`src/rtl/bte_pkg.sv`:
```
// Package for the branch trace buffer encoder: entry codes, field layout, structs.
// Assumes one processor clock; the core presents retirement events one at a time.
package bte_pkg;
  // ==========================================================================
  // Entry layout
  localparam int ENTRY_W = 6;
  localparam int ENTRY_DATA_BIT = 5;
  localparam int ENTRY_RW_BIT = 4;
  localparam logic [1:0] ADDR_PREFIX = 2'h2;
  // ==========================================================================
  // Status codes
  localparam logic [4:0] ST_INSN = 5'h01;
  localparam logic [4:0] ST_TAKEN = 5'h05;
  localparam logic [4:0] ST_OPND_1B = 5'h08;
  localparam logic [4:0] ST_OPND_2B = 5'h09;
  localparam logic [4:0] ST_OPND_4B = 5'h0B;
  localparam logic [4:0] ST_ADDR_2B = 5'h0D;
  localparam logic [4:0] ST_ADDR_3B = 5'h0E;
  localparam logic [4:0] ST_EXCP = 5'h1C;
  localparam logic [1:0] EXCP_COPIES = 2'h2;
  // ==========================================================================
  // Operand sizes as a byte-count code
  typedef enum logic [1:0] {
    BTE_SZ_1 = 2'h0,
    BTE_SZ_2 = 2'h1,
    BTE_SZ_4 = 2'h2
  } bte_size_t;
  // Retirement event from the core
  typedef struct packed {
    logic taken;         // Branch taken
    logic variant;       // Variant-address branch (exception vectors come on excp_vector, not here)
    logic opnd_valid;    // Memory operand present
    logic opnd_write;    // Operand was written
    bte_size_t opnd_size;
    logic [31:0] opnd_data;
    logic [23:0] target;
  } bte_event_t;
  // Configuration from the debug config/status bits
  typedef struct packed {
    logic trace_rd;      // Trace read operands
    logic trace_wr;      // Trace write operands
    logic tgt_en;        // Capture branch targets
    logic tgt_3byte;     // 3 address bytes instead of 2
  } bte_cfg_t;
endpackage : bte_pkg

```
`src/rtl/bte_entry_fmt.sv`:
```
// Entry formatter: builds one 6-bit trace entry from its kind and payload.
// Assumes the caller presents well-formed kinds; purely combinational.
module bte_entry_fmt (
  input wire logic [1:0] kind,
  input wire logic [4:0] payload,
  output logic [bte_pkg::ENTRY_W-1:0] entry
);
  import bte_pkg::*;
  // ==========================================================================
  // Kind 0 status, 1 data, 2 address
  always_comb begin
    case (kind)
      2'h0: entry = {1'b0, payload};
      2'h1: entry = {1'b1, payload[4], payload[3:0]};
      2'h2: entry = {ADDR_PREFIX, payload[3:0]};
      default: entry = {1'b0, payload};
    endcase
  end
endmodule // bte_entry_fmt

```
`src/rtl/bte_encoder.sv`:
```
// Trace encoder: turns core retirement and exception events into 6-bit entries.
// Assumes the core holds ev_valid/excp until ev_ready; buffer accepts an entry each cycle.
//
// Operation
// - A taken branch emits status entry 0x05.
// - Target capture order: 0x05, then size marker, then address entries.
// - Marker is 0x0D for 2 address bytes, 0x0E for 3, per config.
// - Targets captured only for variant-address branches and exception vectors.
// - Multi-entry values go out least significant part first.
// - Address entries carry prefix 10 over one nibble, lowest nibble first.
// - Entries are 6 bits: status has bit5 clear, data has bit5 set plus r/w.
// - Emitted target address is the address shifted right by one.
// - Traced byte operand: marker 08 then two data entries, write sets r/w.
// - Interrupt: exception entries, 0x05, marker, then handler address nibbles.
// - Each completed non-taken instruction emits 0x01, optionally 08/09/0B with operand.
// - Entries are written to consecutive buffer slots in generation order.
// - At most two 0x1C entries per exception, then suppressed.
module bte_encoder (
  input wire logic clk,
  input wire logic resetn,
  input wire bte_pkg::bte_cfg_t cfg,
  input wire logic ev_valid,
  input wire bte_pkg::bte_event_t ev,
  input wire logic excp,
  input wire logic [23:0] excp_vector,
  output logic ev_ready,
  output logic [bte_pkg::ENTRY_W-1:0] entry_data_ff,
  output logic entry_valid_ff
);
  import bte_pkg::*;

  typedef enum logic [4:0] {
    S_IDLE = 5'b00001,
    S_MARK = 5'b00010,
    S_DATA = 5'b00100,
    S_AMRK = 5'b01000,
    S_ADDR = 5'b10000
  } bte_state_t;

  bte_state_t state_ff;
  logic [31:0] opnd_ff;
  logic opnd_wr_ff;
  logic [3:0] data_left_ff;
  logic [22:0] addr_ff;
  logic [2:0] addr_left_ff;
  logic do_addr_ff;
  logic [1:0] excp_cnt_ff;
  logic [1:0] fmt_kind;
  logic [4:0] fmt_payload;
  logic [ENTRY_W-1:0] fmt_entry;
  logic want_opnd;
  logic want_tgt;

  // ==========================================================================
  // Decisions for the presented event
  function automatic logic [4:0] size_marker(input bte_size_t sz);
    case (sz)
      BTE_SZ_1: size_marker = ST_OPND_1B;
      BTE_SZ_2: size_marker = ST_OPND_2B;
      default: size_marker = ST_OPND_4B;
    endcase
  endfunction

  function automatic logic [3:0] size_nibbles(input bte_size_t sz);
    case (sz)
      BTE_SZ_1: size_nibbles = 4'h2;
      BTE_SZ_2: size_nibbles = 4'h4;
      default: size_nibbles = 4'h8;
    endcase
  endfunction

  assign want_opnd = ev.opnd_valid && (ev.opnd_write ? cfg.trace_wr : cfg.trace_rd);
  assign want_tgt = cfg.tgt_en && ev.variant;

  // Idle only; an exception, or the vector branch it still owes, holds the core off
  // so that no event is handshaken in the cycle the vector branch is issued
  assign ev_ready = (state_ff == S_IDLE) && !excp && (excp_cnt_ff == 2'h0);

  // ==========================================================================
  // Sequencer
  always_ff @(posedge clk or negedge resetn) begin
    if (!resetn) begin
      state_ff <= S_IDLE;
      opnd_ff <= 32'h0000_0000;
      opnd_wr_ff <= 1'b0;
      data_left_ff <= 4'h0;
      addr_ff <= 23'h00_0000;
      addr_left_ff <= 3'h0;
      do_addr_ff <= 1'b0;
      fmt_kind <= 2'h0;
      fmt_payload <= 5'h00;
      entry_valid_ff <= 1'b0;
    end else begin
      entry_valid_ff <= 1'b0;
      case (state_ff)
        S_IDLE: begin
          if (excp) begin
            // Exception copies are emitted here; the counter process below counts them
            if (excp_cnt_ff < EXCP_COPIES) begin
              fmt_kind <= 2'h0;
              fmt_payload <= ST_EXCP;
              entry_valid_ff <= 1'b1;
            end
          end else if (excp_cnt_ff != 2'h0 && !excp) begin
            // Exception done: taken-branch to the vector
            fmt_kind <= 2'h0;
            fmt_payload <= ST_TAKEN;
            entry_valid_ff <= 1'b1;
            addr_ff <= excp_vector[23:1];
            do_addr_ff <= 1'b0;
            state_ff <= cfg.tgt_en ? S_AMRK : S_IDLE;
          end else if (ev_valid) begin
            fmt_kind <= 2'h0;
            fmt_payload <= ev.taken ? ST_TAKEN : ST_INSN;
            entry_valid_ff <= 1'b1;
            opnd_ff <= ev.opnd_data;
            opnd_wr_ff <= ev.opnd_write;
            data_left_ff <= size_nibbles(ev.opnd_size);
            addr_ff <= ev.target[23:1];
            do_addr_ff <= ev.taken && want_tgt;
            if (want_opnd) begin
              state_ff <= S_MARK;
            end else if (ev.taken && want_tgt) begin
              state_ff <= S_AMRK;
            end
            if (want_opnd) begin
              fmt_payload <= ev.taken ? ST_TAKEN : ST_INSN;
            end
            // Marker value is latched now, sent next cycle
            opnd_wr_ff <= ev.opnd_write;
            data_left_ff <= size_nibbles(ev.opnd_size);
            addr_left_ff <= 3'h0;
            if (want_opnd) begin
              opnd_ff <= ev.opnd_data;
            end
            if (want_opnd) begin
              addr_left_ff <= {1'b0, ev.opnd_size};
            end
          end
        end
        S_MARK: begin
          // Operand size marker follows the status entry
          fmt_kind <= 2'h0;
          fmt_payload <= size_marker(bte_size_t'(addr_left_ff[1:0]));
          entry_valid_ff <= 1'b1;
          state_ff <= S_DATA;
        end
        S_DATA: begin
          fmt_kind <= 2'h1;
          fmt_payload <= {opnd_wr_ff, opnd_ff[3:0]};
          entry_valid_ff <= 1'b1;
          opnd_ff <= {4'h0, opnd_ff[31:4]};
          data_left_ff <= data_left_ff - 4'h1;
          if (data_left_ff == 4'h1) begin
            state_ff <= do_addr_ff ? S_AMRK : S_IDLE;
          end
        end
        S_AMRK: begin
          fmt_kind <= 2'h0;
          fmt_payload <= cfg.tgt_3byte ? ST_ADDR_3B : ST_ADDR_2B;
          entry_valid_ff <= 1'b1;
          addr_left_ff <= cfg.tgt_3byte ? 3'h6 : 3'h4;
          state_ff <= S_ADDR;
        end
        S_ADDR: begin
          fmt_kind <= 2'h2;
          fmt_payload <= {1'b0, addr_ff[3:0]};
          entry_valid_ff <= 1'b1;
          addr_ff <= {4'h0, addr_ff[22:4]};
          addr_left_ff <= addr_left_ff - 3'h1;
          if (addr_left_ff == 3'h1) begin
            state_ff <= S_IDLE;
          end
        end
        default: state_ff <= S_IDLE;
      endcase
    end
  end

  // ==========================================================================
  // Exception copy counter; cleared once the vector branch is issued
  always_ff @(posedge clk or negedge resetn) begin
    if (!resetn) begin
      excp_cnt_ff <= 2'h0;
    end else if (state_ff == S_IDLE) begin
      if (excp) begin
        if (excp_cnt_ff < EXCP_COPIES) begin
          excp_cnt_ff <= excp_cnt_ff + 2'h1;
        end else if (excp_cnt_ff == EXCP_COPIES) begin
          excp_cnt_ff <= EXCP_COPIES;
        end
      end else begin
        excp_cnt_ff <= 2'h0;
      end
    end
  end

  // ==========================================================================
  // Entry formatting; output register keeps entries in issue order
  bte_entry_fmt u_fmt (
    .kind(fmt_kind),
    .payload(fmt_payload),
    .entry(fmt_entry)
  );

  assign entry_data_ff = fmt_entry;
endmodule // bte_encoder

```
`config.mk`:
```
export PLATFORM = sky130hd
export DESIGN_NAME = bte_encoder
export DESIGN_NICKNAME = d
export VERILOG_FILES = /design/src/rtl/bte_pkg.sv /design/src/rtl/bte_entry_fmt.sv /design/src/rtl/bte_encoder.sv
export SDC_FILE = /design/constraint.sdc
export NUM_CORES = 1
export LEC_CHECK = 0
export BUFFER_PORTS_ARGS = -buffer_cell sky130_fd_sc_hd__buf_2
export CAP_MARGIN = 20
export CORE_UTILIZATION = 58
export CTS_BUF_LIST = sky130_fd_sc_hd__clkbuf_16
export CTS_CLUSTER_DIAMETER = 120
export DETAILED_ROUTE_END_ITERATION = 8
export PLACE_DENSITY = 0.92
export SLEW_MARGIN = 20
export SYNTH_ARGS = -nofsm -noshare
export SYNTH_HDL_FRONTEND = slang
export SYNTH_SLANG_ARGS = --single-unit
```
`constraint.sdc`:
```
create_clock -name clk -period 5.85 [get_ports clk]
set_clock_uncertainty 0.05 [all_clocks]
set_input_delay 1.17 -clock clk [delete_from_list [all_inputs] [get_ports clk]]
set_output_delay 1.17 -clock clk [all_outputs]
set_load 0.005 [all_outputs]
```
==> impl_results.md, run 1 <==
* Root buffer cell: clkbuf_16
* Synth Register Bits at 79
* Drt drc at 0
* Hold Crit Class: flop to flop
* Clock sink count at 79
* Post-DP HPWL at 7160 um
* Critical setup path kind: input port to primary output
* Maximum clock insertion buffer count at 2
* CP max FO at 9
* Proportion of layout cells with a drive suffix above 1 at roughly 25%
* CTS Buf Count at 9
* Hold WS at 431 ps
* Net Count, Synth at 548
* Kind of end point of the critical path: primary output
* Largest area contributor in the netlist: dfrtp_1
* WL final at 11200 um
* Final min period at 3230 ps
* Peak VDD IR at 0.000256 V
* GRT overflow at 0
* Nets@finish at 624
* Post-CTS sizing at 0
* I/O pins at 102
* Pwr Density at 472 mW/mm^2
* Final hold violation count at 0
* Die X at 87.1 um
* Max-slew violation count at 0
* Cells after Synth at 448
* Post-CTS setup buffer count at 0
* Final setup viols at 0
* Number of synthesized flops with an enable pin at 0
* CP peak stage delay at 390 ps
* Largest net degree at the start of global routing at 80
* Asr flop ratio synth at between 90% and 100%
* Antenna cells at 0
* Die Y at 87.1 um
* Synth unique cells at 52
* Total negative slack at 0 ps
* Area of placed instances at 0.00468 mm^2
* Reg clk slew, reported paths at 60 ps
* Arr. time, crit path at around 2000 ps
* Synth top area cells: dfrtp_1 (46%), nand3_1 (8.7%), mux2i_1 (5.5%)
* Core Box Area at 0.00691 mm^2
* P_leak at roughly 0.0024 uW
* Area growth syn-to-layout at 18.5%
* Fill count at between 500 and 600
* Clock Latency Late Sink at 340 ps
* Final Cell Area at 0.00498 mm^2
* First-pass GRT wire length at 17800 um
* Peak Freq at 309 MHz
* FP Rows at 30
* H-tree levels at 3
* Max_slew headroom at 27.6%
* Vias in the first global route at between 3000 and 4000
* Mapped cell area at 0.00420 mm^2
* Critical Path RT at 4630 ps
* Die Area at ~0.0076 mm^2
* Post-synthesis sequential area ratio at between 40% and 50%
* Wire per inst at 18.0 um
* PortBufs at 99
* Yosys warning total at 0
* Drt pass-1 iters at 6
* Most frequent cell on the critical path: buf_2
* Initial antenna violation count at 0
* Reg area at ~0.0020 mm^2
* CTS hold repair buffers at 0
* Crit-path cells: buf_2, nor3_1, nand2_1, inv_1, buf_2
* Vias at 3967
* Power, Total at 2350 uW
* DRT iter0 DRCs at 353
* Footprint of the multi-input gates at ~0.0020 mm^2
* Worst-Margin Slew at 1090 ps
* Top_reg_cell synth: dfrtp_1
* Status: finished, final reports clean
* GRT Overall Usage at 30.8%
* Syn_area_per_cell at approximately 9.4 um^2
* Final GP Congestion at 0.877
* Routed Antenna Nets at 0
* Slowest-stage cell, CP: nor3_1
* RSZ-0062 raised after global routing: false
* Fin crit share at 55.3%
* Top cell type's share of synthesized area at 46.4%
* CTS tree: built
* Max-Cap Viols at 0
* Startpoint Class: input port
* Vias/cell at 6.35
* Initial Util at 60.9%
[worst max-delay path, delay by kind of cell]
family	cells	cell delay [ps]
buffers and inverters	3	330
AND/OR/NAND/NOR	2	520
[worst paths after layout]
check | startpoint | slack [ps] | endpoint | cells past startpoint
hold / removal | opnd_wr_ff$_DFFE_PN0P_ | 430 | opnd_wr_ff$_DFFE_PN0P_ | 2
min in group asynchronous | resetn | 710 | entry_valid_ff$_DFF_PN0_ | 1
max in group asynchronous | resetn | 4460 | fmt_payload[3]$_DFFE_PN0P_ | 2
hold reg to reg | opnd_wr_ff$_DFFE_PN0P_ | 430 | opnd_wr_ff$_DFFE_PN0P_ | 2
setup / recovery | excp | 2620 | ev_ready | 5
setup reg to reg | state_ff[1]$_DFFE_PN0P_ | 3390 | addr_left_ff[2]$_DFFE_PN0P_ | 4
[synthesized netlist by cell type, drive strengths merged, types with 2 or more instances]
| cell type | count |
|---|---|
| nand2 | 55 |
| a211oi | 7 |
| and4 | 2 |
| nand4 | 6 |
| a222oi | 2 |
| o21ai | 14 |
| nor4 | 2 |
| nand3 | 73 |
| clkbuf | 20 |
| dfrtp | 78 |
| nor2 | 12 |
| or3 | 2 |
| ha | 6 |
| a21oi | 11 |
| mux2i | 23 |
| and3 | 15 |
| and2 | 4 |
| a221oi | 3 |
| o211ai | 19 |
| a221o | 12 |
| a31oi | 4 |
| or2 | 3 |
| a32oi | 3 |
| nor4b | 5 |
| a2bb2oi | 2 |
| inv | 15 |
| buf | 21 |
| nor3 | 5 |
| o22ai | 2 |
| a211o | 2 |
| mux2 | 4 |
[kinds of logic (layout without fill, tap and decap cells)]
group,after synthesis,in the layout,synth area share [%]
adder cells (fa/ha/maj),6,6,1.79
AO/OA/AOI/OAI,89,89,15.5
buffers and inverters,56,137,5.83
AND/OR/NAND/NOR,189,189,22.9
multiplexers,27,27,6.55
XOR/XNOR,2,2,0.417
flip-flops,79,79,47.1
[per-stage QoR]
stage          setup WS [ps]  cells  utilization, %
6_report                2620    625            72.1
5_1_grt                 2470    625            72.1
4_1_cts                 2650    624            71.7
3_5_place_dp            2650    608            67.8
3_3_place_gp            2670    608            67.8
2_1_floorplan           2840    448               -
[state kept, by name, summed over array words and instances (netlist names)]
register	cells
fmt_payload	5
do_addr_ff	1
addr_left_ff	3
opnd_wr_ff	1
entry_valid_ff	1
excp_cnt_ff	2
addr_ff	23
state_ff	5
fmt_kind	2
opnd_ff	32
data_left_ff	4
[metal layers]
layer	vias to the layer above	GRT usage [%]	wire, um	share of wire (%)
met5	-	0	0	0
met4	0	12.7	305	2.7
met3	33	7.58	758	6.7
met2	185	51.0	5650	50
met1	1955	38.9	4520	40
li1	1794	-	-	-
[cell type report]
class | count | area share, %
Tap cell | 96 | 2.41
Multi-Input combinational cell | 313 | 39.8
Inverter | 15 | 1.13
Timing Repair Buffer | 106 | 11.5
Sequential cell | 79 | 39.7
Clock buffer | 9 | 4.52
Clock inverter | 7 | 0.954
[power by group]
part           switching, uW  internal [uW]
combinational            470            391
clock                    227            287
sequential               181            794
[cells in the final DEF, fill, tap and decap left out, drive strengths merged, types with 2 or more instances in the layout]
| cell | count |
|---|---|
| buf | 106 |
| dfrtp | 78 |
| nand3 | 73 |
| nand2 | 55 |
| mux2i | 23 |
| o211ai | 19 |
| inv | 16 |
| and3 | 15 |
| o21ai | 14 |
| a221o | 12 |
| nor2 | 12 |
| a21oi | 11 |
| clkbuf | 9 |
| a211oi | 7 |
| nand4 | 6 |
| ha | 6 |
| nor3 | 5 |
| nor4b | 5 |
| clkinv | 5 |
| and2 | 4 |
| a31oi | 4 |
| mux2 | 4 |
| a32oi | 3 |
| a221oi | 3 |
| or2 | 3 |
| nor4 | 2 |
| o22ai | 2 |
| and4 | 2 |
| a211o | 2 |
| a222oi | 2 |
| or3 | 2 |
| a2bb2oi | 2 |
(Power assumes the default switching activity.)
==> run 2, diff against run 1 <==
- CORE_UTILIZATION: 58 -> 49
- PLACE_DENSITY: 0.92 -> 0.83
- clock period: 5.85 -> 2.6 ns (I/O delays scaled with it)
==> run 2 against run 1 <==
Compared with the run above:
- die area grew 18%
- via count shrank 4.5%
- clock-buffer cell count is the same
- largest power group unchanged
==> impl_results.md, run 2 (synthesized netlist as in run 1, its figures left out) <==
* Vias at 3789 (-4.5%)
* CTS tree: built
* CP peak stage delay at 520 ps (+130 ps)
* Root buffer cell: clkbuf_16
* Max-Cap Viols at 0 (unchanged)
* Max_slew headroom at 60.8% (+33 points)
* Vias in the first global route at 3525 (-4.6%)
* Final hold violation count at 0 (unchanged)
* Worst-Margin Slew at 587 ps (-498 ps)
* Pwr Density at 1040 mW/mm^2 (+120%)
* Final GP Congestion at 0.932 (+6.2%)
* Drt pass-1 iters at 4 (-2)
* Commonest non-fill, non-tap cells in the layout: buf_2 (98), dfrtp_1 (78), nand3_1 (72), nand2_1 (55), mux2i_1 (23)
* Vias/cell at 5.90 (-7.0%)
* Dpl cells at 626 (+3.0%)
* Drt drc at 0 (unchanged)
* Slowest-stage cell, CP: dfrtp_1
* First-pass GRT wire length at 17000 um (-4.5%)
* Top Registers: opnd_ff x32, addr_ff x23
* Initial Util at 50.9% (-10 points)
* Nets@finish at 632 (+1.3%)
* PortBufs at 99 (unchanged)
* Fin cells at 642 (+2.7%)
* Core Box Area at 0.00826 mm^2 (+20%)
* Final min period at between 2000 and 2500 ps
* Fin crit share at 90.1%
* GRT overflow at 0 (unchanged)
* Reg clk slew, reported paths at 60 ps (about the same)
* Maximum clock insertion buffer count at 2 (unchanged)
* Most common cell after layout, fill and taps aside: buf_2
* Hold Crit Class: input port to asynchronous set/reset pin
* Fill count at 693 (+34%)
* I/O pins at 102 (unchanged)
* Die Y at 94.6 um (+8.6%)
* CP max FO at 10 (+1)
* Routed Antenna Nets at 0 (unchanged)
* Critical setup path kind: flop to primary output
* Crit-path cells: nor4b_4, and2_1, nand2_1, inv_1, buf_2
* CTS Buf Count at 9 (unchanged)
* CTS hold repair buffers at 0 (unchanged)
* Kind of end point of the critical path: primary output
* Wire per inst at 16.2 um (-10%)
* GRT Overall Usage at 24.5% (-6.3 points)
* Status: finished, final reports clean
* Arr. time, crit path at 1770 ps (-240 ps)
* Post-CTS sizing at 0 (unchanged)
* Total negative slack at 0 ps (unchanged)
* Critical Path RT at 2030 ps (-2600 ps)
* H-tree levels at 3 (unchanged)
* Antenna cells at 0 (unchanged)
* DRT iter0 DRCs at 427 (+21%)
* Die Area at 0.00895 mm^2 (+18%)
* P_leak at 0.00250 uW (+2.2%)
* Area growth syn-to-layout at 20.7%
* Die X at 94.6 um (+8.6%)
* Top reg by flops: opnd_ff
* Largest net degree at the start of global routing at 47 (-41%)
* Clock Latency Late Sink at 330 ps (about the same)
* Post-DP HPWL at 7010 um (-2.2%)
* Max reg flops at 32 (unchanged)
* Final setup viols at 0 (unchanged)
* Post-CTS setup buffer count at 0 (unchanged)
* Max-slew violation count at 0 (unchanged)
* Startpoint Class: flop
* Proportion of layout cells with a drive suffix above 1 at 25.9% (+0.93 points)
* Initial antenna violation count at 0 (unchanged)
* FP Rows at 33 (+10%)
* Clock sink count at 79 (unchanged)
* Peak VDD IR at 0.000541 V (+110%)
* Peak Freq at 427 MHz
* RSZ-0062 raised after global routing: false
* WL final at 10400 um (-7.7%)
run 2: cell types whose count changed in the layout (fill, tap and decap cells not counted), moves of 2 or more:
cell / before / now
buf_12: 0 / 2
buf_4: 7 / 14
clkinv_4: 2 / 0
inv_1: 15 / 17
run 2: stage by stage:
stage	power (uW)	utilization (%)	cell area, um^2	setup WS (ps)	hold slack (ps)
after floorplan	3550	-	4200	659	174
after global placement	3960	58.0	4790	491	405
after detailed placement	4070	58.0	4790	436	416
after CTS	5300	61.4	5070	271	103
after global routing	5640	61.4	5070	113	130
final	5280	61.4	5070	258	95.0
run 2: cell type report:
cell class	count	area, um^2	share of cell area [%]
sequential	79	1980	39.0
timing repair buffer	114	636	12.5
clock buffer	9	225	4.44
tap	105	131	2.59
inverter	15	56.3	1.11
multi-input combinational	313	1990	39.2
clock inverter	7	56.3	1.11
run 2: critical path: cells and delay by family, from the launching register on:
family | cells | cell delay (ps)
simple gates | 3 | 740
flops | 1 | 520
buf+inv | 2 | 170
run 2: per-layer routing:
metal / GRT usage (%) / share of wire, % / vias to the layer above / routed length, um
li1: - / - / 1812 / -
met1: 32.7 / 42 / 1839 / 4320
met2: 39.2 / 50 / 128 / 5200
met3: 6.68 / 7.1 / 10 / 738
met4: 6.94 / 1.2 / 0 / 121
met5: 0 / 0 / - / 0
run 2: where the power goes:
| part | switching, uW | internal [uW] | total [uW] |
|---|---|---|---|
| clock network | 471 | 727 | 1200 |
| registers | 374 | 1790 | 2160 |
| logic | 1010 | 916 | 1920 |
run 2: worst paths after layout:
kind | start | end | slack (ps) | cells past startpoint
hold reg to reg | opnd_wr_ff$_DFFE_PN0P_ | opnd_wr_ff$_DFFE_PN0P_ | 430 | 2
setup / recovery | state_ff[2]$_DFFE_PN0P_ | ev_ready | 260 | 5
min in group clk | ev[58] | opnd_wr_ff$_DFFE_PN0P_ | 350 | 3
max in group asynchronous | resetn | state_ff[0]$_DFFE_PN1P_ | 1750 | 2
hold / removal | resetn | fmt_kind[1]$_DFFE_PN0P_ | 90 | 1
setup reg to reg | state_ff[1]$_DFFE_PN0P_ | opnd_ff[25]$_DFFE_PN0P_ | 430 | 4
==> run 3, diff against run 2 <==
- REMOVE_ABC_BUFFERS: unset -> 1
==> run 3 against run 2 <==
Compared with the run above:
- worst hold slack gained 34 ps
- utilization grew 0.42 points
- sequential share of layout area shrank 0.27 points
- sequential cell count is the same
- die area is the same
- combinational power is essentially flat
- critical path type unchanged
==> impl_results.md, run 3 (synthesized netlist as in run 1, its figures left out) <==
* Status: finished, final reports clean
* I/O pins at 102 (unchanged)
* RSZ-0062 raised after global routing: false
* GRT Overall Usage at 24.2% (-0.31 points)
* Clk pwr share at 23.1% (+0.4 points)
* Reg power frac at 40.5% (-0.4 points)
* Arr. time, crit path at 1740 ps (-30 ps)
* Vias at 3762 (-0.71%)
* Peak VDD IR at 0.000652 V (+21%)
* CP peak stage delay at 610 ps (+90 ps)
* Initial antenna violation count at 0 (unchanged)
* FP Rows at 33 (unchanged)
* Clock Latency Late Sink at 330 ps (about the same)
* Maximum clock insertion buffer count at 2 (unchanged)
* Startpoint Class: flop
* Die X at 94.6 um (unchanged)
* Clock sink count at 79 (unchanged)
* Largest net degree at the start of global routing at 44 (-6.4%)
* Kind of end point of the critical path: primary output
* Final Cell Area at 0.00511 mm^2 (+0.69%)
* Die Y at 94.6 um (unchanged)
* Drt drc at 0 (unchanged)
* Most common cell after layout, fill and taps aside: buf_2
* CTS hold repair buffers at 0 (unchanged)
* Flop2flop setup slack at 490 ps (+60 ps)
* Post-DP HPWL at 7000 um (about the same)
* P_leak at 0.00250 uW (+0.30%)
* Critical setup path kind: flop to primary output
* Int Power at 3450 uW (+0.69%)
* Top Usage Layer GRT: met2
* Final hold violation count at 0 (unchanged)
* Critical Path RT at 2030 ps (about the same)
* DP Worst Slack at 472 ps (+35.4 ps)
* First-pass GRT wire length at 16800 um (-0.65%)
* Crit-path cells: nor4b_4, and2_1, nand2_1, inv_1, buf_2
* Vias in the first global route at 3661 (+3.9%)
* Nets@finish at 634 (+0.32%)
* Reg clk slew, reported paths at 60 ps (about the same)
* Slowest-stage cell, CP: dfstp_2
* DRT iter0 DRCs at 239 (-44%)
* Drt pass-1 iters at 4 (unchanged)
* Fill count at 702 (+1.3%)
* CP max FO at 8 (-2)
* CTS Buf Count at 9 (unchanged)
* Post-CTS setup buffer count at 0 (unchanged)
* Pwr Density at 1040 mW/mm^2 (-0.37%)
* Area growth syn-to-layout at 21.5%
* Max_slew headroom at 59.5% (-1.3 points)
* Proportion of layout cells with a drive suffix above 1 at 26.3% (+0.46 points)
* Crit path max-delay family: simple AND/OR/NAND/NOR gates
* Fin worst setup slack at 294 ps (+36.2 ps)
* Max reg flops at 32 (unchanged)
* Sw Share at 34.8% (-0.24 points)
* Grt met3 use at 5.31% (-1.4 points)
* Post-CTS sizing at 0 (unchanged)
* Worst-Margin Slew at 607 ps (+19.7 ps)
* Final GP Congestion at 0.888 (-4.7%)
* PortBufs at 99 (unchanged)
* CTS tree: built
* Root buffer cell: clkbuf_16
* Wire per inst at 15.6 um (-3.4%)
* Initial Util at 50.9% (unchanged)
* Top Registers: opnd_ff x32, addr_ff x23
* Final min period at 2310 ps (-36.2 ps)
* WL final at 10100 um (-3.1%)
* Core Box Area at 0.00826 mm^2 (unchanged)
* Met2 Track Usage GR at 39.9% (+0.72 points)
* Worst path bufs/invs at 2 (unchanged)
* Antenna cells at 0 (unchanged)
* GRT overflow at 0 (unchanged)
* Commonest non-fill, non-tap cells in the layout: buf_2 (98), dfrtp_1 (78), nand3_1 (72), nand2_1 (55), mux2i_1 (23)
* Comb pwr share at 36.4% (about the same)
* Top reg by flops: opnd_ff
* Max-Cap Viols at 0 (unchanged)
* Vias/cell at 5.84 (-1.0%)
* H-tree levels at 3 (unchanged)
* Routing usage on met1 at 31.8% (-0.93 points)
* Net Switching at 1850 uW (-0.37%)
* Fin crit share at 88.7% (-1.4 points)
* Peak Freq at 434 MHz (+1.6%)
* Power, Total at 5300 uW (+0.32%)
* Hold Crit Class: input port to asynchronous set/reset pin
* Final setup viols at 0 (unchanged)
* Routed Antenna Nets at 0 (unchanged)
* Max-slew violation count at 0 (unchanged)
* Die Area at 0.00895 mm^2 (unchanged)
* Area of placed instances at 0.00482 mm^2 (+0.57%)
## run 3: routing by layer
| metal | vias up | part of all wire (%) |
|---|---|---|
| met1 | 1823 | 45 |
| met5 | - | 0 |
| li1 | 1815 | - |
| met2 | 114 | 49 |
| met4 | 0 | 1.0 |
| met3 | 10 | 4.5 |
## run 3: final cells by class
cell class,instances,area (um^2),area share [%]
inverter,15,56.3,1.10
sequential,79,1980,38.7
multi-input combinational,313,1990,39.0
tap,105,131,2.57
timing repair buffer,116,663,13.0
clock buffer,9,225,4.41
clock inverter,7,63.8,1.25
## run 3: final timing paths
path                                    startpoint                       to  depth (start not counted)
setup / recovery           state_ff[0]$_DFFE_PN1P_                 ev_ready                          5
hold / removal                              resetn  addr_ff[21]$_DFFE_PN0P_                          1
setup reg to reg           state_ff[1]$_DFFE_PN0P_   opnd_ff[2]$_DFFE_PN0P_                          4
hold reg to reg             opnd_ff[5]$_DFFE_PN0P_   opnd_ff[1]$_DFFE_PN0P_                          2
max in group asynchronous                   resetn  state_ff[0]$_DFFE_PN1P_                          2
min in group clk                            ev[53]  opnd_ff[29]$_DFFE_PN0P_                          3
## run 3: stage by stage
stage	cells	hold WS, ps	utilization (%)	TNS, ps
after floorplan	407	174	-	-2840
after CTS	644	150	61.8	0
final	644	128	61.8	0
after global placement	628	399	58.3	0
after detailed placement	628	411	58.3	0
after global routing	644	170	61.8	0
## run 3: power by group through the flow
stage | clock network, uW | logic, uW | registers, uW
global route | 1300 | 2160 | 2220
detailed placement | 0 | 1930 | 2160
CTS | 1240 | 1940 | 2140
finish | 1220 | 1930 | 2150
global placement | 0 | 1850 | 2130
floorplan | 0 | 1390 | 2060
## run 3: worst register-to-register path, cell delays in order (launching register included)
cell and delay [ps]:
dfrtp_1 470, nor2_2 280, nand3_2 530, and3_1 400, a221o_1 260
